==> config.mk <==
export PLATFORM = sky130hd
export DESIGN_NAME = pig_top
export DESIGN_NICKNAME = d
export VERILOG_FILES = /design/src/verilog/pig_pkg.sv /design/src/verilog/pig_top.sv /design/src/verilog/pig_sync.sv /design/src/verilog/pig_pin.sv
export SDC_FILE = /design/constraint.sdc
export NUM_CORES = 1
export LEC_CHECK = 0
export BUFFER_PORTS_ARGS = -buffer_cell sky130_fd_sc_hd__buf_2
export CAP_MARGIN = 20
export CELL_PAD_IN_SITES_DETAIL_PLACEMENT = 1
export CELL_PAD_IN_SITES_GLOBAL_PLACEMENT = 2
export CORE_MARGIN = 2
export CORE_UTILIZATION = 29
export DETAILED_ROUTE_END_ITERATION = 16
export PLACE_DENSITY = 0.88
export SETUP_SLACK_MARGIN = 0.3
export SYNTH_ARGS = -nofsm -noshare
export SYNTH_HDL_FRONTEND = slang
export SYNTH_SLANG_ARGS = --single-unit
==> constraint.sdc <==
create_clock -name pclk -period 2.5 [get_ports pclk]
set_clock_uncertainty 0.05 [all_clocks]
set_input_delay 0.25 -clock pclk [delete_from_list [all_inputs] [get_ports pclk]]
set_output_delay 0.25 -clock pclk [all_outputs]
set_load 0.02 [all_outputs]
==> src/verilog/pig_pkg.sv <==
// package: register map, field widths and reset values of the port block
package pig_pkg;
  localparam int PIG_AW = 12;
  // register indices; each register sits in its own word, so the bus address is index times four
  localparam logic [11:0] PIG_IDX_PA_DATA = 12'h000;
  localparam logic [11:0] PIG_IDX_RSVD_A = 12'h001;
  localparam logic [11:0] PIG_IDX_PA_DIR = 12'h002;
  localparam logic [11:0] PIG_IDX_RSVD_B = 12'h003;
  localparam logic [11:0] PIG_IDX_PC_DATA = 12'h004;
  localparam logic [11:0] PIG_IDX_PD_DATA = 12'h005;
  localparam logic [11:0] PIG_IDX_PC_DIR = 12'h006;
  localparam logic [11:0] PIG_IDX_PD_DIR = 12'h007;
  localparam logic [11:0] PIG_OFS_PTA_DATA = PIG_IDX_PA_DATA << 2;
  localparam logic [11:0] PIG_OFS_RSVD_A = PIG_IDX_RSVD_A << 2;
  localparam logic [11:0] PIG_OFS_PA_DIR = PIG_IDX_PA_DIR << 2;
  localparam logic [11:0] PIG_OFS_RSVD_B = PIG_IDX_RSVD_B << 2;
  localparam logic [11:0] PIG_OFS_PC_DATA = PIG_IDX_PC_DATA << 2;
  localparam logic [11:0] PIG_OFS_PD_DATA = PIG_IDX_PD_DATA << 2;
  localparam logic [11:0] PIG_OFS_PC_DIR = PIG_IDX_PC_DIR << 2;
  localparam logic [11:0] PIG_OFS_PD_DIR = PIG_IDX_PD_DIR << 2;
  localparam logic [11:0] PIG_OFS_IDI_CTRL = 12'h080;
  localparam int PIG_PA_W = 6;
  localparam int PIG_PC_W = 2;
  localparam int PIG_PD_W = 8;
  localparam int PIG_PD_NIB = 4;
  localparam int PIG_PC_INT_BIT = 1;
  localparam int PIG_PC_CLK_BIT = 0;
  localparam int PIG_CTRL_EN_BIT = 0;
  localparam int PIG_CTRL_W8_BIT = 1;
  localparam logic [7:0] PIG_RST_VAL = 8'h00;
  typedef enum logic [1:0] {
    PIG_IDI_OFF = 2'b00,
    PIG_IDI_NIB = 2'b01,
    PIG_IDI_BYTE = 2'b11
  } pig_mode_e;
endpackage

==> src/verilog/pig_top.sv <==
// port integration block: registers of ports A, C, D behind an APB slave
`timescale 1ns/1ns
module pig_top #(
  parameter int PA_W = pig_pkg::PIG_PA_W,
  parameter int PC_W = pig_pkg::PIG_PC_W,
  parameter int PD_W = pig_pkg::PIG_PD_W
) (
  input wire logic pclk,
  input wire logic presetn,
  input wire logic psel,
  input wire logic penable,
  input wire logic pwrite,
  input wire logic [pig_pkg::PIG_AW-1:0] paddr,
  input wire logic [31:0] pwdata,
  input wire logic [3:0] pstrb,
  output logic [31:0] prdata,
  output logic pready,
  output logic pslverr,
  input wire logic [PA_W-1:0] pa_in,
  output logic [PA_W-1:0] pa_out,
  output logic [PA_W-1:0] pa_oe,
  input wire logic [PC_W-1:0] pc_in,
  output logic [PC_W-1:0] pc_out,
  output logic [PC_W-1:0] pc_oe,
  input wire logic [PD_W-1:0] pd_in,
  output logic [PD_W-1:0] pd_out,
  output logic [PD_W-1:0] pd_oe,
  input wire logic [PA_W-1:0] spi_own,
  input wire logic [PA_W-1:0] spi_out,
  input wire logic [PA_W-1:0] spi_oe,
  output logic [PA_W-1:0] spi_in,
  input wire logic inter_die_clock_line_out,
  input wire logic inter_die_clock_line_oe,
  input wire logic inter_die_interrupt_line_out,
  input wire logic inter_die_interrupt_line_oe,
  input wire logic [PD_W-1:0] inter_die_data_line_out,
  input wire logic [PD_W-1:0] inter_die_data_line_oe,
  output logic [PD_W-1:0] inter_die_data_line_in,
  output logic inter_die_interrupt_line_in,
  output logic inter_die_clock_line_in
);
  import pig_pkg::*;

  logic [PA_W-1:0] pa_data_ff;
  logic [PA_W-1:0] port_a_direction_ff;
  logic [PC_W-1:0] port_c_data_ff;
  logic [PC_W-1:0] port_c_direction_ff;
  logic [PD_W-1:0] port_d_data_ff;
  logic [PD_W-1:0] port_d_direction_ff;
  logic [1:0] idi_ctrl_ff;
  logic [31:0] prdata_ff;

  logic [PA_W-1:0] pa_sync;
  logic [PC_W-1:0] pc_sync;
  logic [PD_W-1:0] pd_sync;
  logic [PA_W-1:0] pa_rd;
  logic [PC_W-1:0] pc_rd;
  logic [PD_W-1:0] pd_rd;

  pig_sync #(.W(PA_W)) u_sync_a (.pclk(pclk), .presetn(presetn), .d(pa_in), .q(pa_sync));
  pig_sync #(.W(PC_W)) u_sync_c (.pclk(pclk), .presetn(presetn), .d(pc_in), .q(pc_sync));
  pig_sync #(.W(PD_W)) u_sync_d (.pclk(pclk), .presetn(presetn), .d(pd_in), .q(pd_sync));

  // inter-die link mode from the control word
  wire idi_en = idi_ctrl_ff[PIG_CTRL_EN_BIT];
  wire idi_byte = idi_ctrl_ff[PIG_CTRL_W8_BIT];
  pig_mode_e idi_mode;
  assign idi_mode = !idi_en ? PIG_IDI_OFF : (idi_byte ? PIG_IDI_BYTE : PIG_IDI_NIB);

  // ownership masks for port C and port D
  wire [PC_W-1:0] pc_own = {PC_W{idi_mode != PIG_IDI_OFF}};
  wire [PD_W-1:0] nib_mask = PD_W'((1 << PIG_PD_NIB) - 1);
  wire [PD_W-1:0] pd_own = (idi_mode == PIG_IDI_BYTE) ? {PD_W{1'b1}} :
                           (idi_mode == PIG_IDI_NIB) ? nib_mask : '0;

  logic [PC_W-1:0] pc_alt_out;
  logic [PC_W-1:0] pc_alt_oe;
  always_comb begin
    pc_alt_out = '0;
    pc_alt_oe = '0;
    pc_alt_out[PIG_PC_INT_BIT] = inter_die_interrupt_line_out;
    pc_alt_oe[PIG_PC_INT_BIT] = inter_die_interrupt_line_oe;
    pc_alt_out[PIG_PC_CLK_BIT] = inter_die_clock_line_out;
    pc_alt_oe[PIG_PC_CLK_BIT] = inter_die_clock_line_oe;
  end

  pig_pin #(.W(PA_W)) u_pin_a (
    .port_data(pa_data_ff),
    .port_dir(port_a_direction_ff),
    .alt_own(spi_own),
    .alt_out(spi_out),
    .alt_oe(spi_oe),
    .pin_sync(pa_sync),
    .pin_out(pa_out),
    .pin_oe(pa_oe),
    .rd_val(pa_rd)
  );
  pig_pin #(.W(PC_W)) u_pin_c (
    .port_data(port_c_data_ff),
    .port_dir(port_c_direction_ff),
    .alt_own(pc_own),
    .alt_out(pc_alt_out),
    .alt_oe(pc_alt_oe),
    .pin_sync(pc_sync),
    .pin_out(pc_out),
    .pin_oe(pc_oe),
    .rd_val(pc_rd)
  );
  pig_pin #(.W(PD_W)) u_pin_d (
    .port_data(port_d_data_ff),
    .port_dir(port_d_direction_ff),
    .alt_own(pd_own),
    .alt_out(inter_die_data_line_out),
    .alt_oe(inter_die_data_line_oe),
    .pin_sync(pd_sync),
    .pin_out(pd_out),
    .pin_oe(pd_oe),
    .rd_val(pd_rd)
  );

  // peripherals see the synchronised pin levels
  assign spi_in = pa_sync;
  assign inter_die_data_line_in = pd_sync;
  assign inter_die_interrupt_line_in = pc_sync[PIG_PC_INT_BIT];
  assign inter_die_clock_line_in = pc_sync[PIG_PC_CLK_BIT];

  // apb decode: zero-wait slave, unmapped offsets answer with pslverr
  wire access = psel && penable;
  wire wr_en = access && pwrite && pstrb[0];
  wire hit_pa = (paddr == PIG_OFS_PTA_DATA);
  wire hit_rsvd_a = (paddr == PIG_OFS_RSVD_A);
  wire hit_pa_dir = (paddr == PIG_OFS_PA_DIR);
  wire hit_rsvd_b = (paddr == PIG_OFS_RSVD_B);
  wire hit_pc = (paddr == PIG_OFS_PC_DATA);
  wire hit_pd = (paddr == PIG_OFS_PD_DATA);
  wire hit_pc_dir = (paddr == PIG_OFS_PC_DIR);
  wire hit_pd_dir = (paddr == PIG_OFS_PD_DIR);
  wire hit_ctrl = (paddr == PIG_OFS_IDI_CTRL);
  wire mapped = hit_pa || hit_rsvd_a || hit_pa_dir || hit_rsvd_b || hit_pc || hit_pd
                || hit_pc_dir || hit_pd_dir || hit_ctrl;

  assign pready = 1'b1;
  assign pslverr = access && !mapped;
  assign prdata = prdata_ff;

  // reserved words decode to zero and have no write path
  wire [31:0] rd_mux = hit_pa ? 32'(pa_rd) :
                       hit_pa_dir ? 32'(port_a_direction_ff) :
                       hit_pc ? 32'(pc_rd) :
                       hit_pd ? 32'(pd_rd) :
                       hit_pc_dir ? 32'(port_c_direction_ff) :
                       hit_pd_dir ? 32'(port_d_direction_ff) :
                       hit_ctrl ? 32'(idi_ctrl_ff) : 32'h0000_0000;

  // read data registered at the setup phase, valid through the access phase
  always_ff @(posedge pclk or negedge presetn) begin
    if (!presetn) begin
      prdata_ff <= 32'h0000_0000;
    end else if (psel && !penable && !pwrite) begin
      prdata_ff <= rd_mux;
    end
  end

  always_ff @(posedge pclk or negedge presetn) begin
    if (!presetn) begin
      pa_data_ff <= PIG_RST_VAL[PA_W-1:0];
      port_a_direction_ff <= PIG_RST_VAL[PA_W-1:0];
      port_c_data_ff <= PIG_RST_VAL[PC_W-1:0];
      port_c_direction_ff <= PIG_RST_VAL[PC_W-1:0];
      port_d_data_ff <= PIG_RST_VAL[PD_W-1:0];
      port_d_direction_ff <= PIG_RST_VAL[PD_W-1:0];
      idi_ctrl_ff <= 2'b00;
    end else if (wr_en) begin
      if (hit_pa) pa_data_ff <= pwdata[PA_W-1:0];
      if (hit_pa_dir) port_a_direction_ff <= pwdata[PA_W-1:0];
      if (hit_pc) port_c_data_ff <= pwdata[PC_W-1:0];
      if (hit_pd) port_d_data_ff <= pwdata[PD_W-1:0];
      if (hit_pc_dir) port_c_direction_ff <= pwdata[PC_W-1:0];
      if (hit_pd_dir) port_d_direction_ff <= pwdata[PD_W-1:0];
      if (hit_ctrl) idi_ctrl_ff <= pwdata[1:0];
    end
  end
endmodule

==> src/verilog/pig_sync.sv <==
// two-stage synchroniser for a bus of pin inputs
`timescale 1ns/1ns
module pig_sync #(
  parameter int W = 8
) (
  input wire logic pclk,
  input wire logic presetn,
  input wire logic [W-1:0] d,
  output logic [W-1:0] q
);
  logic [W-1:0] meta_ff;
  always_ff @(posedge pclk or negedge presetn) begin
    if (!presetn) begin
      meta_ff <= '0;
      q <= '0;
    end else begin
      meta_ff <= d;
      q <= meta_ff;
    end
  end
endmodule

==> src/verilog/pig_pin.sv <==
// one general-purpose port: pin mux between port registers and alternate function
`timescale 1ns/1ns
module pig_pin #(
  parameter int W = 8
) (
  input wire logic [W-1:0] port_data,
  input wire logic [W-1:0] port_dir,
  input wire logic [W-1:0] alt_own,
  input wire logic [W-1:0] alt_out,
  input wire logic [W-1:0] alt_oe,
  input wire logic [W-1:0] pin_sync,
  output logic [W-1:0] pin_out,
  output logic [W-1:0] pin_oe,
  output logic [W-1:0] rd_val
);
  genvar i;
  generate
    for (i = 0; i < W; i++) begin : g_bit
      // alternate function takes the pin, stored direction left untouched
      assign pin_out[i] = alt_own[i] ? alt_out[i] : port_data[i];
      assign pin_oe[i] = alt_own[i] ? alt_oe[i] : port_dir[i];
      assign rd_val[i] = port_dir[i] ? port_data[i] : pin_sync[i];
    end
  endgenerate
endmodule

==> impl_metrics.ini, run 1 <==
[placement]
placed_area_sq_um = 4340
port_buffers = 136
detailed_place_hpwl_um = 7660
place.gp.congestion = 0.788
post-place-ws_ns = 0.365

[floorplanning]
core_sq_um = 12000
fp.dieArea_sq_um = 13200
start_util_pct = 29.6
die-height_um = 115
num_rows = 40
io_pins = 189
die_x_um = 115

[clock_tree]
clockBufferDepth = 2
cts_sinks = 74
cts_max_level = 3
clk_pin_slew_ns = 0.06
clkLatencyLatePin_ns = 0.33
post_cts_buffers = 0
cts_tree = built
numCtsBuffers = 9
root_buffer = clkbuf_16

[worst_setup_path]
r2r_end = prdata[0]
critPathMaxStageDelay_ns = 0.39
crit_type = reg2out
start_kind = register
critPathBufInv = 1
path_cells = nand2_1 -> mux2_2 -> buf_2
critPathMaxFanout = 8
reg2regPathDepth = 4
slowest_stage = dfrtp_1
cp.required_ns = 2.20
arrival_ns = 1.61
reg2reg_slack_ns = 0.98
r2r_start = port_c_direction_ff[0]
end_kind = output port
critPathTopFamily = flip-flops

[sta]
hold_slack_ns = -0.00288
setup_violations = 0
final_hold_viol_count = 2
setup_tns_ns = 0
setup_ws_ns = 0.587
timing.final.crit_share_pct = 76.5
slew_violations = 0
maxSlewHeadroom_pct = 34.4
min_period_ns = 1.91
tightest_slew_ns = 0.984
rsz0062_at_grt = false
fmax_mhz = 523

[global_route]
grt_pass1_wl_um = 16100
grt_max_degree = 75
overflow = 0
antenna_found_initial = 1
first_global_vias = 2954
grt.total_usage_pct = 16.4

[logic_synthesis]
ys_ff_latch = 74
synth_top_flop_cell = dfrtp_1
synth_top_area_share_pct = 52.1
synth_cell_types = 36
ys_seq_area_share_pct = 52.1
async_flop_share_pct = 100
synth.area.top_cells = dfrtp_1 52%, mux2_2 23%, buf_4 5.7%
synth_largest_area_cell = dfrtp_1
netlist_area_sq_um = 3550
syn_inst = 283
avgSynthCellArea_sq_um = 12.6
yosysWarnings = 0
synth-edff-count = 0

[drt]
vias_per_cell = 4.66
routed_wl_um = 10500
detail-route-antenna-nets = 0
num_vias = 2770
wl_per_cell_um = 17.7
first_pass_iters = 4
drtIter0Drc = 36
drc_errors = 0

[layout]
final_common_cell = buf_2
multiInputGateArea_sq_um = 1550
drive_gt1_share_pct = 54.1
fin_area_sq_um = 4820
syn_to_final_growth_pct = 35.7
layout_common_cells = 135 x buf_2, 74 x mux2_2, 74 x dfrtp_1
antenna_cells = 0
register_area_sq_um = 1850
nets = 549
fillers = 1381

[job]
cap_violations = 0

[hold_path]
worst_hold_path_type = in2async

[status]
violations = negative hold slack
outcome = finished with violations

[power_and_ir_drop]
ir_drop_mv = 0.294
power.density_nw_per_um2 = 610
p_leak_nw = 2.48
## power by group
group / total [mW] / switching [mW] / leakage, nW / internal [mW]
Clock: 1.42 / 0.521 / 0.163 / 0.903
Sequential: 1.24 / 0.0110 / 0.960 / 1.22
Combinational: 0.284 / 0.172 / 1.36 / 0.112
Total: 2.94 / 0.703 / 2.48 / 2.24
## worst max path at each step
stage                         from                      to  slack (ns)  depth (start not counted)
global route        idi_ctrl_ff[1]               pd_out[4]        0.49                          3
finish              idi_ctrl_ff[1]               pd_out[4]        0.59                          3
global placement          paddr[9]  port_a_direction_ff[2]        0.39                          5
floorplan                 paddr[9]  port_d_direction_ff[0]        0.71                          5
CTS                 idi_ctrl_ff[1]               pd_out[4]        0.54                          3
detailed placement        paddr[9]  port_a_direction_ff[5]        0.37                          5
## synthesized netlist by cell type (3+ instances only)
cell and instances:
a22oi_1 4, buf_4 27, clkbuf_1 7, dfrtp_1 74, mux2_2 74, mux2i_1 4, nand2_1 13, nand2b_1 11
nor2_1 5, nor3_1 3, o21ai_0 19
## registers in the layout, summed over array words and instances (netlist names)
signal / flops
u_sync_c.q: 2
port_c_data_ff: 2
port_d_data_ff: 8
u_sync_a.q: 6
idi_ctrl_ff: 2
port_c_direction_ff: 2
prdata: 8
u_sync_a.meta_ff: 6
port_d_direction_ff: 8
port_a_direction_ff: 6
u_sync_d.meta_ff: 8
u_sync_d.q: 8
pa_data_ff: 6
u_sync_c.meta_ff: 2
## layer usage
metal	share of wire, %	routed length (um)	global-route usage, %
met1	42	4470	20.6
met2	50	5280	27.8
met3	5.9	619	4.02
met4	1.2	131	5.54
met5	0.12	13	0
## worst register-to-register path, delay by kind of cell, from the launching register on
family / cells / cell delay (ns)
compound gates: 3 / 0.58
mux: 1 / 0.38
flops: 1 / 0.41
## kinds of logic after synthesis
| family | after synthesis | share of synthesized area [%] |
|---|---|---|
| muxes | 78 | 24.6 |
| DFF | 74 | 52.1 |
| and+or+nand+nor | 55 | 9.61 |
| AOI/OAI and AO/OA | 38 | 6.79 |
| buffers and inverters | 36 | 6.72 |
| other | 2 | 0.211 |
## final cells by class
type | count | area share [%]
flip-flops and latches | 74 | 38.4
clock buffers | 10 | 4.95
well taps | 147 | 3.81
multi-input cells | 196 | 32.1
repair buffers | 161 | 18.9
clock inverters | 6 | 1.82
## metrics by stage
| stage | power [mW] | util, % | cells |
|---|---|---|---|
| floorplan | 1.41 | - | 306 |
| global placement | 1.51 | 36.1 | 562 |
| detailed placement | 1.52 | 36.1 | 562 |
| CTS | 2.98 | 40.2 | 594 |
| global route | 3.06 | 40.2 | 594 |
| finish | 2.94 | 40.2 | 594 |
## timing repair
item                      in CTS  in global routing
hold buffers                  16                  0
gates resized for setup        0                  0
hold endpoints to repair      16                  0
Power figures use the tool's default switching activity.
==> inputs of run 2 (changes only) <==
--- a/config.mk
+++ b/config.mk
@@ -10,9 +10,9 @@
 export CELL_PAD_IN_SITES_DETAIL_PLACEMENT = 1
 export CELL_PAD_IN_SITES_GLOBAL_PLACEMENT = 2
 export CORE_MARGIN = 2
-export CORE_UTILIZATION = 29
+export CORE_UTILIZATION = 27
 export DETAILED_ROUTE_END_ITERATION = 16
-export PLACE_DENSITY = 0.88
+export PLACE_DENSITY = 0.83
 export SETUP_SLACK_MARGIN = 0.3
 export SYNTH_ARGS = -nofsm -noshare
 export SYNTH_HDL_FRONTEND = slang
==> constraint.sdc (replaced) <==
create_clock -name pclk -period 1.9 [get_ports pclk]
set_clock_uncertainty 0.05 [all_clocks]
set_input_delay 0.19 -clock pclk [delete_from_list [all_inputs] [get_ports pclk]]
set_output_delay 0.19 -clock pclk [all_outputs]
set_load 0.02 [all_outputs]
==> run 2 against run 1 <==
The flow now finishes without violations. Global-route usage fell by 0.90 points. Core utilization grew 2.1 points. Sequential cell count did not move. Sequential power rose by 31%. Register-to-register slack got worse by 0.58 ns. Power increased by 40%. Worst hold slack improved by 0.053 ns. Critical path type unchanged. Critical endpoint is now pc_out[1]. Largest cell class unchanged.
==> impl_metrics.ini, run 2 (synthesized netlist as in run 1, its figures left out) <==
[status]
outcome = finished, final reports clean

[worst_setup_path]
end_kind = output port
reg2reg_slack_ns = 0.40
critPathMaxStageDelay_ns = 0.49
slowest_stage = dfrtp_2
critPathBufInv = 2
critical_path.startpoint = idi_ctrl_ff[0]
r2r_start = port_c_direction_ff[0]
crit_type = reg2out
arrival_ns = 1.47
critPathMaxFanout = 7
start_kind = register
critPathTopFamily = flip-flops
cp.required_ns = 1.66
path_cells = clkbuf_16 -> mux2_4 -> buf_6

[floorplanning]
core_sq_um = 12700
fp.dieArea_sq_um = 14100
io_pins = 189
die_x_um = 119
die-height_um = 119
num_rows = 41
start_util_pct = 27.9

[sta]
maxSlewHeadroom_pct = 65.3
hold_slack_ns = 0.0505
min_period_ns = 1.71
tightest_slew_ns = 0.519
final_hold_viol_count = 0
rsz0062_at_grt = true
setup_tns_ns = 0
setup_violations = 0
timing.final.crit_share_pct = 90.2
slew_violations = 0
fmax_mhz = 583

[clock_tree]
clk_pin_slew_ns = 0.06
cts_max_level = 3
numCtsBuffers = 9
clkLatencyLatePin_ns = 0.34
clockBufferDepth = 2
root_buffer = clkbuf_16
cts_sinks = 74
cts_tree = built

[drt]
wl_met3_um = 666
drtIter0Drc = 67
num_vias = 2875
top_layer = met4
wl_per_cell_um = 17.3
vias_per_cell = 4.51
met1_length_um = 4670
first_pass_iters = 4
wl_met2_um = 5570
detail-route-antenna-nets = 0
routed_wl_um = 11000
drc_errors = 0

[layout]
utilization_pct = 42.2
drive_gt1_share_pct = 56.8
nets = 567
syn_to_final_growth_pct = 51.2
final_common_cell = buf_2
layout_common_cells = 115 x buf_2, 73 x dfrtp_1, 40 x mux2_2
antenna_cells = 0
fin_area_sq_um = 5370

[job]
cap_violations = 0

[global_route]
grt.total_usage_pct = 15.5
grt_max_degree = 39
grt_pass1_wl_um = 16700
first_global_vias = 2989
antenna_found_initial = 0
overflow = 0

[power_and_ir_drop]
finalPower_mw = 4.12
p_leak_nw = 2.67
ir_drop_mv = 0.423
power.density_nw_per_um2 = 767

[placement]
port_buffers = 136
placed_area_sq_um = 4550
place.gp.congestion = 0.762
detailed_place_hpwl_um = 7990

[hold_path]
worstHoldStart = pwdata[6]
worst_hold_path_type = in2reg
-- run 2: repair_timing --
item                       CTS  global route
setup endpoints to repair   20            30
hold endpoints to repair    51             0
buffers inserted             0             3
hold buffers                17             0
gates cloned                 0             1
resized for setup            6            64
pin swaps                    1             2
-- run 2: layout make-up --
type / instances / area, sq um
clock inverter: 5 / 125
sequential: 74 / 1850
tap: 172 / 215
fill: 1437 / 7350
multi-input combinational: 196 / 1710
timing repair buffer: 179 / 1220
clock buffer: 11 / 243
-- run 2: worst paths after layout --
| check | end | cells after the start |
|---|---|---|
| max | pc_out[1] | 3 |
| min | port_d_direction_ff[6] | 2 |
| max reg2reg | prdata[0] | 4 |
| min reg2reg | u_sync_a.q[0] | 0 |
| max in group asynchronous | u_sync_d.q[3] | 3 |
| min in group asynchronous | u_sync_d.meta_ff[4] | 2 |
-- run 2: stage by stage --
step | instances | setup WS (ns)
after global placement | 600 | -0.0149
final | 637 | 0.186
after floorplan | 306 | 0.199
after detailed placement | 600 | -0.0252
after global routing | 637 | 0.159
after CTS | 633 | 0.194
-- run 2: per-layer routing --
metal | vias to the layer above | track usage, %
met5 | - | 0
met4 | 0 | 3.57
met3 | 12 | 4.83
met2 | 101 | 26.8
met1 | 1430 | 18.8
li1 | 1332 | -
-- run 2: power by group --
group / switching (mW) / internal, mW / leakage [nW] / total, mW
Clock: 0.648 / 1.45 / 0.180 / 2.10
Sequential: 0.0142 / 1.61 / 0.958 / 1.63
Combinational: 0.236 / 0.164 / 1.53 / 0.400
Total: 0.898 / 3.22 / 2.67 / 4.12
